[src/hdl/lcdc_dummy_unused.sv]
`timescale 1ns/1ps
`default_nettype none
`default_nettype wire

[src/hdl/lcdc_pkg.sv]
package lcdc_pkg;

////////////////////////////////////////////////////////////////////////////////
// Timing
localparam int unsigned CLK_PERIOD_NS = 10;
localparam int unsigned BLINK_PERIOD_MS = 1000;
// Half of the blink period in system clocks
localparam int unsigned BLINK_HALF_CYC =
	(BLINK_PERIOD_MS * 1000000 / 2) / CLK_PERIOD_NS;
localparam int unsigned BLINK_CNT_W = 26;

////////////////////////////////////////////////////////////////////////////////
// Instruction encodings
localparam logic [1:0] RS_INSTR = 2'b10;
localparam logic [2:0] OP_FRAME = 3'b100;
localparam logic [4:0] OP_DISP_CTL = 5'b00100;
localparam logic [5:0] OP_SHIFT = 6'b000100;
localparam logic [6:0] OP_SCREEN = 7'b0000001;
localparam logic [5:0] OP_DISP_CFG = 6'b000001;
localparam int unsigned DC_D_BIT = 2;
localparam int unsigned DC_C_BIT = 1;
localparam int unsigned DC_B_BIT = 0;
localparam int unsigned SH_SC_BIT = 1;
localparam int unsigned SH_RL_BIT = 0;
localparam int unsigned SCR_L_BIT = 0;
localparam int unsigned CFG_P_BIT = 1;
localparam int unsigned CFG_Q_BIT = 0;

////////////////////////////////////////////////////////////////////////////////
// Frame rate, reset values
localparam logic [4:0] FF_RESET = 5'h07;
localparam logic [4:0] FF_TOP_FIRST = 5'h15;
localparam logic [18:0] CLK_HZ_RESET = 19'd64000;
localparam logic [8:0] FRAME_HZ_RESET = 9'd80;

////////////////////////////////////////////////////////////////////////////////
// Geometry
localparam logic [6:0] ONE_LINE_LAST = 7'd39;
localparam logic [6:0] TWO_LINE_LAST = 7'd79;
localparam logic [5:0] OFS_LAST = 6'd39;
localparam logic [6:0] COL_LAST = 7'd99;
localparam logic [7:0] PAIR_BASE = 8'd100;
localparam logic [7:0] PAIR_LAST = 8'd199;
localparam logic [4:0] TEXT_ROW_LAST = 5'd15;
localparam logic [4:0] ICON_ROW_A = 5'd16;
localparam logic [4:0] ICON_ROW_B = 5'd17;
localparam logic [4:0] SL_ROWS = 5'd8;
localparam logic [4:0] CURSOR_DOTS = 5'h1f;

////////////////////////////////////////////////////////////////////////////////
// Register map
localparam logic [3:0] REG_CTRL = 4'h0;
localparam logic [3:0] REG_STATUS = 4'h4;
localparam logic [3:0] REG_ADDR = 4'h8;
localparam logic [3:0] REG_FREQ = 4'hc;
localparam int unsigned CTRL_EXT_BIT = 0;
localparam int unsigned CTRL_TWO_BIT = 1;
localparam int unsigned CTRL_SL_BIT = 2;

////////////////////////////////////////////////////////////////////////////////
// Types
typedef struct packed {
	logic [1:0] rs;
	logic rw;
	logic [7:0] data;
} lcdc_cmd_t;

typedef struct packed {
	logic [8:0] frame_hz;
	logic [18:0] clk_hz;
} lcdc_freq_t;

typedef struct packed {
	logic [6:0] phys_col;
	logic [7:0] pair_col;
	logic [4:0] phys_row;
} lcdc_map_t;

typedef enum logic [1:0] {
	SH_IDLE = 2'b00,
	SH_PEND = 2'b01
} lcdc_shift_st_t;

typedef struct packed {
	logic [4:0] frame_code;
	logic disp_on;
	logic cursor_on;
	logic blink_on;
	logic split_mirror;
	logic col_mirror;
	logic row_mirror;
	logic ext_clk;
	logic two_line;
	logic single_line;
	lcdc_shift_st_t sh_st;
	logic sh_sc;
	logic sh_rl;
	logic [6:0] ac;
	logic [5:0] offset;
	logic [BLINK_CNT_W-1:0] blink_cnt;
	logic blink_phase;
	logic [18:0] clk_hz;
	logic [8:0] frame_hz;
	logic blank;
	logic [4:0] cursor_dots;
	logic char_all_on;
	lcdc_map_t map;
	logic [31:0] rdata;
} lcdc_state_t;

localparam lcdc_state_t ST_RESET = '{
	frame_code: FF_RESET,
	clk_hz: CLK_HZ_RESET,
	frame_hz: FRAME_HZ_RESET,
	blank: 1'b1,
	sh_st: SH_IDLE,
	default: '0
};

// Frame and clock frequency for each rate code
function automatic lcdc_freq_t lcdc_freq_lookup(input logic [4:0] code);
	lcdc_freq_t f;
	case (code)
		5'h00: f = '{9'd45, 19'd36000};
		5'h01: f = '{9'd50, 19'd39724};
		5'h02: f = '{9'd55, 19'd44308};
		5'h03: f = '{9'd60, 19'd48000};
		5'h04: f = '{9'd65, 19'd52364};
		5'h05: f = '{9'd70, 19'd54857};
		5'h06: f = '{9'd75, 19'd60632};
		5'h07: f = '{9'd80, 19'd64000};
		5'h08: f = '{9'd85, 19'd67765};
		5'h09: f = '{9'd90, 19'd72000};
		5'h0a: f = '{9'd95, 19'd76800};
		5'h0b: f = '{9'd100, 19'd82286};
		5'h0c: f = '{9'd110, 19'd88615};
		5'h0d: f = '{9'd120, 19'd96000};
		5'h0e: f = '{9'd130, 19'd104727};
		5'h0f: f = '{9'd145, 19'd115200};
		5'h10: f = '{9'd160, 19'd128000};
		5'h11: f = '{9'd180, 19'd144000};
		5'h12: f = '{9'd210, 19'd164571};
		5'h13: f = '{9'd240, 19'd192000};
		5'h14: f = '{9'd290, 19'd230400};
		default: f = '{9'd360, 19'd288000};
	endcase
	return f;
endfunction

endpackage

[src/hdl/lcdc_scan_map.sv]
`timescale 1ns/1ps
`default_nettype none

// Maps a scan position to the driven column, its split partner and the row
module lcdc_scan_map
	import lcdc_pkg::*;
(
	input wire logic [6:0] scan_col_i,
	input wire logic [4:0] scan_row_i,
	input wire logic col_mirror_i,
	input wire logic row_mirror_i,
	input wire logic split_mirror_i,
	input wire logic single_line_mux_i,
	output lcdc_map_t map_o
);

////////////////////////////////////////////////////////////////////////////////
// Column order and split pairing
always_comb
begin
	map_o.phys_col = col_mirror_i ? (COL_LAST - scan_col_i) : scan_col_i;
	map_o.pair_col = PAIR_BASE + {1'b0, map_o.phys_col};
	if (split_mirror_i)
		map_o.pair_col = PAIR_LAST - {1'b0, map_o.phys_col};
	map_o.phys_row = scan_row_i;
	if (single_line_mux_i)
	begin
		if (scan_row_i < SL_ROWS)
			map_o.phys_row = row_mirror_i ? (TEXT_ROW_LAST - scan_row_i)
				: scan_row_i;
		else
			map_o.phys_row = row_mirror_i ? ICON_ROW_B : ICON_ROW_A;
	end
	else if (row_mirror_i)
	begin
		if (scan_row_i == ICON_ROW_A)
			map_o.phys_row = ICON_ROW_B;
		else if (scan_row_i == ICON_ROW_B)
			map_o.phys_row = ICON_ROW_A;
		else
			map_o.phys_row = TEXT_ROW_LAST - scan_row_i;
	end
end

endmodule
`default_nettype wire

[src/hdl/lcdc_cmd_core.sv]
// The address map and the address-and-strobe port are this design's own decisions.
`timescale 1ns/1ps
`default_nettype none

////////////////////////////////////////////////////////////////////////////////
// Contract
// - Rate code picks frame and clock frequency
// - Reset rate is the 80 Hz setting
// - Rate code acts only on internal clock
// - Display control sets display, cursor, blink
// - Display off blanks, keeps stored text
// - Cursor is five dots, eighth line
// - Blink alternates all-on, one second period
// - Shift instruction picks shift/move and direction
// - Two-line cursor passes position 40 onward
// - Display shift moves lines together, offset wraps 39/0
// - Display shift keeps counter; move steps it
// - Standard split pairing 0/100 to 99/199
// - Mirrored split pairing 0/199 to 99/100
// - Column mirror outputs 99 down to 0
// - Row mirror reverses text and icon rows
// - Single line uses 0-7/16 or 15-8/17
// - Both mirrors rotate 180, reset zero
module lcdc_cmd_core
	import lcdc_pkg::*;
#(
	parameter int unsigned BLINK_HALF = BLINK_HALF_CYC
)
(
	input wire logic clk_sys_i,
	input wire logic rst_b_i,
	input wire logic cmd_valid_i,
	input wire lcdc_cmd_t cmd_i,
	input wire logic [6:0] scan_col_i,
	input wire logic [4:0] scan_row_i,
	input wire logic [3:0] reg_addr_i,
	input wire logic [31:0] reg_wdata_i,
	input wire logic reg_wr_i,
	input wire logic reg_rd_i,
	output logic [31:0] reg_rdata_o,
	output logic [4:0] frame_rate_code_o,
	output logic [18:0] clk_freq_hz_o,
	output logic [8:0] frame_freq_hz_o,
	output logic panel_blank_o,
	output logic [4:0] cursor_dots_o,
	output logic char_all_on_o,
	output logic [6:0] addr_cnt_o,
	output logic [5:0] disp_offset_o,
	output logic [6:0] phys_col_o,
	output logic [7:0] pair_col_o,
	output logic [4:0] phys_row_o
);

localparam logic [BLINK_CNT_W-1:0] BLINK_END =
	BLINK_CNT_W'(BLINK_HALF - 1);

lcdc_state_t st_r;
lcdc_state_t st_nxt;
lcdc_map_t map_w;
lcdc_freq_t fq_w;
logic instr;
logic is_frame;
logic is_dctl;
logic is_shift;
logic is_screen;
logic is_dcfg;
logic complete;
logic [6:0] ac_last;

////////////////////////////////////////////////////////////////////////////////
// Instruction decode
// fixed-bit decode
assign instr = cmd_valid_i && !cmd_i.rw && (cmd_i.rs == RS_INSTR);
assign is_frame = instr && (cmd_i.data[7:5] == OP_FRAME);
assign is_dctl = instr && (cmd_i.data[7:3] == OP_DISP_CTL);
assign is_shift = instr && (cmd_i.data[7:2] == OP_SHIFT);
assign is_screen = instr && (cmd_i.data[7:1] == OP_SCREEN);
assign is_dcfg = instr && (cmd_i.data[7:2] == OP_DISP_CFG);
assign complete = cmd_valid_i && (st_r.sh_st == SH_PEND);
assign ac_last = st_r.two_line ? TWO_LINE_LAST : ONE_LINE_LAST;
assign fq_w = lcdc_freq_lookup(st_r.frame_code);

lcdc_scan_map u_map (
	.scan_col_i(scan_col_i),
	.scan_row_i(scan_row_i),
	.col_mirror_i(st_r.col_mirror),
	.row_mirror_i(st_r.row_mirror),
	.split_mirror_i(st_r.split_mirror),
	.single_line_mux_i(st_r.single_line),
	.map_o(map_w)
);

////////////////////////////////////////////////////////////////////////////////
// Next state
always_comb
begin
	st_nxt = st_r;
	if (is_frame)
		st_nxt.frame_code = cmd_i.data[4:0];
	if (is_dctl)
	begin
		st_nxt.disp_on = cmd_i.data[DC_D_BIT];
		st_nxt.cursor_on = cmd_i.data[DC_C_BIT];
		st_nxt.blink_on = cmd_i.data[DC_B_BIT];
	end
	if (is_screen)
		st_nxt.split_mirror = cmd_i.data[SCR_L_BIT];
	if (is_dcfg)
	begin
		st_nxt.col_mirror = cmd_i.data[CFG_P_BIT];
		st_nxt.row_mirror = cmd_i.data[CFG_Q_BIT];
	end
	// Finish a pending shift before a new one is queued
	if (complete)
	begin
		st_nxt.sh_st = SH_IDLE;
		if (st_r.sh_sc)
		begin
			if (st_r.sh_rl)
				st_nxt.offset = (st_r.offset == OFS_LAST) ? '0
					: st_r.offset + 6'd1;
			else
				st_nxt.offset = (st_r.offset == '0) ? OFS_LAST
					: st_r.offset - 6'd1;
		end
		else
		begin
			// two-line mode: position 40 runs on to next line
			if (st_r.sh_rl)
				st_nxt.ac = (st_r.ac >= ac_last) ? '0 : st_r.ac + 7'd1;
			else
				st_nxt.ac = (st_r.ac == '0) ? ac_last : st_r.ac - 7'd1;
		end
	end
	if (is_shift)
	begin
		st_nxt.sh_st = SH_PEND;
		st_nxt.sh_sc = cmd_i.data[SH_SC_BIT];
		st_nxt.sh_rl = cmd_i.data[SH_RL_BIT];
	end
	if (st_r.blink_on)
	begin
		if (st_r.blink_cnt == BLINK_END)
		begin
			st_nxt.blink_cnt = '0;
			st_nxt.blink_phase = !st_r.blink_phase;
		end
		else
			st_nxt.blink_cnt = st_r.blink_cnt + 1'b1;
	end
	else
	begin
		st_nxt.blink_cnt = '0;
		st_nxt.blink_phase = 1'b0;
	end
	st_nxt.clk_hz = st_r.ext_clk ? '0 : fq_w.clk_hz;
	st_nxt.frame_hz = st_r.ext_clk ? '0 : fq_w.frame_hz;
	st_nxt.blank = !st_r.disp_on;
	st_nxt.cursor_dots = (st_r.cursor_on && st_r.disp_on) ? CURSOR_DOTS
		: '0;
	st_nxt.char_all_on = st_r.blink_on && st_r.blink_phase && st_r.disp_on;
	st_nxt.map = map_w;
	// Control register write
	if (reg_wr_i && (reg_addr_i == REG_CTRL))
	begin
		st_nxt.ext_clk = reg_wdata_i[CTRL_EXT_BIT];
		st_nxt.two_line = reg_wdata_i[CTRL_TWO_BIT];
		st_nxt.single_line = reg_wdata_i[CTRL_SL_BIT];
	end
	// Read data stand for one cycle only
	st_nxt.rdata = '0;
	if (reg_rd_i)
	begin
		case (reg_addr_i)
			REG_CTRL: st_nxt.rdata = {29'h0, st_r.single_line,
				st_r.two_line, st_r.ext_clk};
			REG_STATUS: st_nxt.rdata = {19'h0, st_r.blink_phase,
				(st_r.sh_st == SH_PEND), st_r.frame_code,
				st_r.row_mirror, st_r.col_mirror, st_r.split_mirror,
				st_r.disp_on, st_r.cursor_on, st_r.blink_on};
			REG_ADDR: st_nxt.rdata = {18'h0, st_r.offset, 1'b0, st_r.ac};
			REG_FREQ: st_nxt.rdata = {3'h0, st_r.frame_hz, 1'b0,
				st_r.clk_hz};
			default: st_nxt.rdata = '0;
		endcase
	end
end

////////////////////////////////////////////////////////////////////////////////
// State register
// reset to 80 Hz code
always_ff @(posedge clk_sys_i or negedge rst_b_i)
begin
	if (!rst_b_i)
		st_r <= ST_RESET;
	else
		st_r <= st_nxt;
end

// Outputs straight from the state register
assign reg_rdata_o = st_r.rdata;
assign frame_rate_code_o = st_r.frame_code;
assign clk_freq_hz_o = st_r.clk_hz;
assign frame_freq_hz_o = st_r.frame_hz;
assign panel_blank_o = st_r.blank;
assign cursor_dots_o = st_r.cursor_dots;
assign char_all_on_o = st_r.char_all_on;
assign addr_cnt_o = st_r.ac;
assign disp_offset_o = st_r.offset;
assign phys_col_o = st_r.map.phys_col;
assign pair_col_o = st_r.map.pair_col;
assign phys_row_o = st_r.map.phys_row;
endmodule
`default_nettype wire

[config.mk]
export PLATFORM = sky130hd
export DESIGN_NAME = lcdc_cmd_core
export DESIGN_NICKNAME = d
export VERILOG_FILES = /design/src/hdl/lcdc_dummy_unused.sv /design/src/hdl/lcdc_pkg.sv /design/src/hdl/lcdc_scan_map.sv /design/src/hdl/lcdc_cmd_core.sv
export SDC_FILE = /design/constraint.sdc
export NUM_CORES = 1
export LEC_CHECK = 0
export ABC_AREA = 1
export BUFFER_PORTS_ARGS = -buffer_cell sky130_fd_sc_hd__buf_2
export CAP_MARGIN = 20
export CORE_MARGIN = 2
export CORE_UTILIZATION = 25
export DETAILED_ROUTE_END_ITERATION = 8
export HOLD_SLACK_MARGIN = 0.05
export PLACE_DENSITY_LB_ADDON = 0.25
export SLEW_MARGIN = 15
export SYNTH_ARGS = -nofsm -noshare
export SYNTH_HDL_FRONTEND = slang
export SYNTH_HIERARCHICAL = 1
export SYNTH_SLANG_ARGS = --single-unit
export TNS_END_PERCENT = 100
[constraint.sdc]
create_clock -name clk_sys_i -period 2.5 [get_ports clk_sys_i]
set_input_delay 0.375 -clock clk_sys_i [delete_from_list [all_inputs] [get_ports clk_sys_i]]
set_output_delay 0.375 -clock clk_sys_i [all_outputs]
set_load 0.01 [all_outputs]
==> key figures <==
Run status
  – Outcome: completed

Final layout
  – Nets: about 1100
  – Fin cells: ~1500
  – Area delta synth->final: 12.9%
  – Share of cells above drive strength 1: 0.222

Die
  – Row count: between 60 and 70
  – Die H: 183 um
  – Chip Width: ~180 um
  – Full die area: 33500 um^2
  – Total core area: between 30000 and 40000 um^2
  – Initial Utilization: 0.254
  – IO Count: 169

STA
  – Final Critical Period: roughly 1.9 ns
  – Endpoints failing hold: 0
  – Final Skew: 0.0150 ns
  – Slew headroom: 0.623
  – Slew @ Worst Pin: 0.551 ns
  – Setup TNS: 0 ns
  – Max Clk Rate: between 500 and 600 MHz
  – Final setup violation count: 0
  – Final period utilization: 0.750
  – Max-slew violations: 0
  – RSZ-0062 raised after global routing: no

Clocking
  – Num CTS Buffers: 17
  – Clk slew on worst S/H paths: 0.06 ns
  – Gates resized, CTS repair: 0
  – CTS max path bufs: 2
  – Worst-skew pair later-pin latency: ~0.42 ns
  – H-tree levels: 4
  – Clock tree root buffer cell: clkbuf_16
  – CTS tree: done
  – Clock Sinks: around 140

Power and ir drop
  – Reg power frac: 0.415
  – NetSw: 0.00188 W
  – Cell Pwr Density: 673 nW/um^2
  – Sw frac: 0.308
  – Clock share of power: 0.417
  – Leakage Power: 4.39 nW
  – Total power: ~0.006 W
  – VDD IR-drop max: 0.412 mV
  – Logic pwr share: 0.168
  – Cell-internal power: between 0.004 and 0.005 W

Place
  – Port bufs: 135
  – Gpl congestion: approximately 0.87
  – Placed Instances: ~1400
  – DP Wirelength: 17.1 mm

Worst setup path
  – Critical path endpoint category: flop
  – CP arrival: 2.21 ns
  – CP required: between 2 and 3 ns
  – Crit-path max FO: 8
  – CP Class: flop to flop
  – CP startpoint kind: flop

Yosys
  – EDFF count, synth: 0
  – Ys async rst share: 1.00
  – Sequential area share after synthesis: 0.427
  – FF+latch count, synth: roughly 140
  – Main synth FF type: dfrtp_1
  – Post-synthesis cell area: ~8000 um^2
  – Syn avg cell area: 7.92 um^2
  – Yosys warns: 6
  – Synth top area share: 0.387
  – Synth cell types: between 40 and 50
  – Top cells by area, synth: dfrtp_1 (39%), buf_4 (9.7%), nand2_1 (8.3%), nor2_1 (6.6%), inv_1 (5.9%)
  – Cell taking the most area after synthesis: dfrtp_1
  – Post-synthesis instance total: 1012

Route
  – Wirelength per Cell: approximately 15 um
  – # DRC: 0
  – Via count: between 6000 and 7000
  – Detailed Route Iter0 Violations: between 300 and 400
  – Final ANT Viol Nets: 0
  – DR vias/cell: around 4.3
  – Final WL: roughly 22 mm
  – Drt pass-1 iters: 6

GRT
  – Largest net degree at the start of global routing: 56
  – First-pass GRT wire length: 34.6 mm
  – Grt ovf: 0
  – Vias in the first global route: roughly 6200
  – GRT Util Overall: 0.135
  – Initial antenna violation count: 3

Min path
  – Worst hold path type: input pin to flop

Flow run
  – Maxcap violations: 0
-- worst paths after layout --
| check | startpoint | end | slack, ns | cells past startpoint |
|---|---|---|---|---|
| max | frame_rate_code_o[0] | clk_freq_hz_o[3] | 0.62 | 8 |
| min | scan_col_i[2] | phys_col_o[2] | 0.15 | 1 |
| max reg2reg | frame_rate_code_o[0] | clk_freq_hz_o[3] | 0.62 | 8 |
| min reg2reg | frame_freq_hz_o[4] | reg_rdata_o[24] | 0.48 | 2 |
| max in group asynchronous | rst_b_i | phys_col_o[1] | 1.26 | 3 |
| min in group asynchronous | rst_b_i | disp_offset_o[1] | 0.47 | 2 |
-- sequential cells by signal, summed over array words and instances (netlist names), 5 cells and up --
signal	flops
phys_row_o	5
disp_offset_o	6
st_r	39
frame_rate_code_o	5
reg_rdata_o	28
addr_cnt_o	7
pair_col_o	8
frame_freq_hz_o	9
phys_col_o	7
clk_freq_hz_o	19
-- placed cells by master, fill, tap and decap left out, drive strengths merged, types with 18 or more instances in the layout --
cell and n:
nand2 189, xor2 23, o21ai 60, nor2 157, buf 149, inv 140, clkbuf 18, a21oi 30
nand3 64, dfrtp 124, ha 21
-- through the flow --
stage	util	hold WS [ns]	setup slack, ns	cell area, um^2
after global routing	0.286	0.139	0.397	9040
after global placement	0.267	0.384	0.470	8440
after detailed placement	0.267	0.391	0.468	8440
after CTS	0.286	0.132	0.648	9040
final	0.287	0.152	0.624	9040
after floorplan	-	0.0794	0.671	8020
-- layer usage --
metal	up-vias	track usage	wire length [um]
met3	21	0.0336	1090
met4	4	0.0464	473
met2	170	0.226	10600
met5	-	0	27
met1	2976	0.169	9990
li1	3201	-	-
-- kinds of logic (layout without fill, tap and decap cells) --
kind of cell / Yosys count / count (layout) / share of synthesized area
AND/OR/NAND/NOR: 442 / 442 / 0.246
buffers and inverters: 258 / 317 / 0.174
flip-flops: 136 / 136 / 0.427
AO/OA/AOI/OAI: 125 / 125 / 0.0878
XOR/XNOR: 29 / 29 / 0.0317
adder cells (fa/ha/maj): 21 / 21 / 0.0328
other: 1 / 5 / 0.000468
-- worst max-delay path, cell delays in order, from the launching register on --
cell     delay, ns
dfstp_2       0.37
inv_1         0.22
ha_1          0.27
inv_1         0.09
nor2_1        0.09
inv_1         0.06
o21ai_0       0.31
nand2_1       0.20
a21oi_1       0.19
-- cell type report --
type,count,area (um^2)
fillers,3419,22500
flip-flops and latches,136,3420
multi-input cells,621,3210
repair buffers,150,810
inverters,135,507
well taps,402,503
clock buffers,18,429
clock inverters,14,164
diodes,1,2.50
-- synthesized netlist by cell type (2+ instances only) --
cell type and instances:
dfrtp_1 124, nor2_4 8, ha_1 21, nor3_1 12, buf_6 3, xnor2_1 6, inv_2 8, a31oi_1 3
nor2_1 140, nor2_2 9, o22ai_1 15, nand2_1 177, dfstp_2 12, clkbuf_1 4, nand2_2 11, inv_1 126
nand3b_1 2, nand4_1 14, a211oi_1 2, buf_2 11, nand3_1 59, o21a_1 2, xor2_1 23, nand3_2 4
a21oi_1 30, o21ai_0 56, o32ai_1 2, buf_4 104, o21ai_1 3, o211ai_1 3, o221ai_1 2
-- timing repair --
action,CTS,global route
endpoints found under the hold margin,43,0
setup buffers,0,0
hold buffers,1,0
-- power groups by stage --
| stage | sequential, W | clock, W | combinational [W] |
|---|---|---|---|
| finish | 0.00252 | 0.00253 | 0.00102 |
| global route | 0.00254 | 0.00272 | 0.00115 |
| CTS | 0.00253 | 0.00263 | 0.00103 |
| detailed placement | 0.00257 | 0 | 0.00103 |
| global placement | 0.00257 | 0 | 0.00103 |
| floorplan | 0.00248 | 0 | 0.000824 |
No activity file was read; power rests on OpenSTA's default activity.
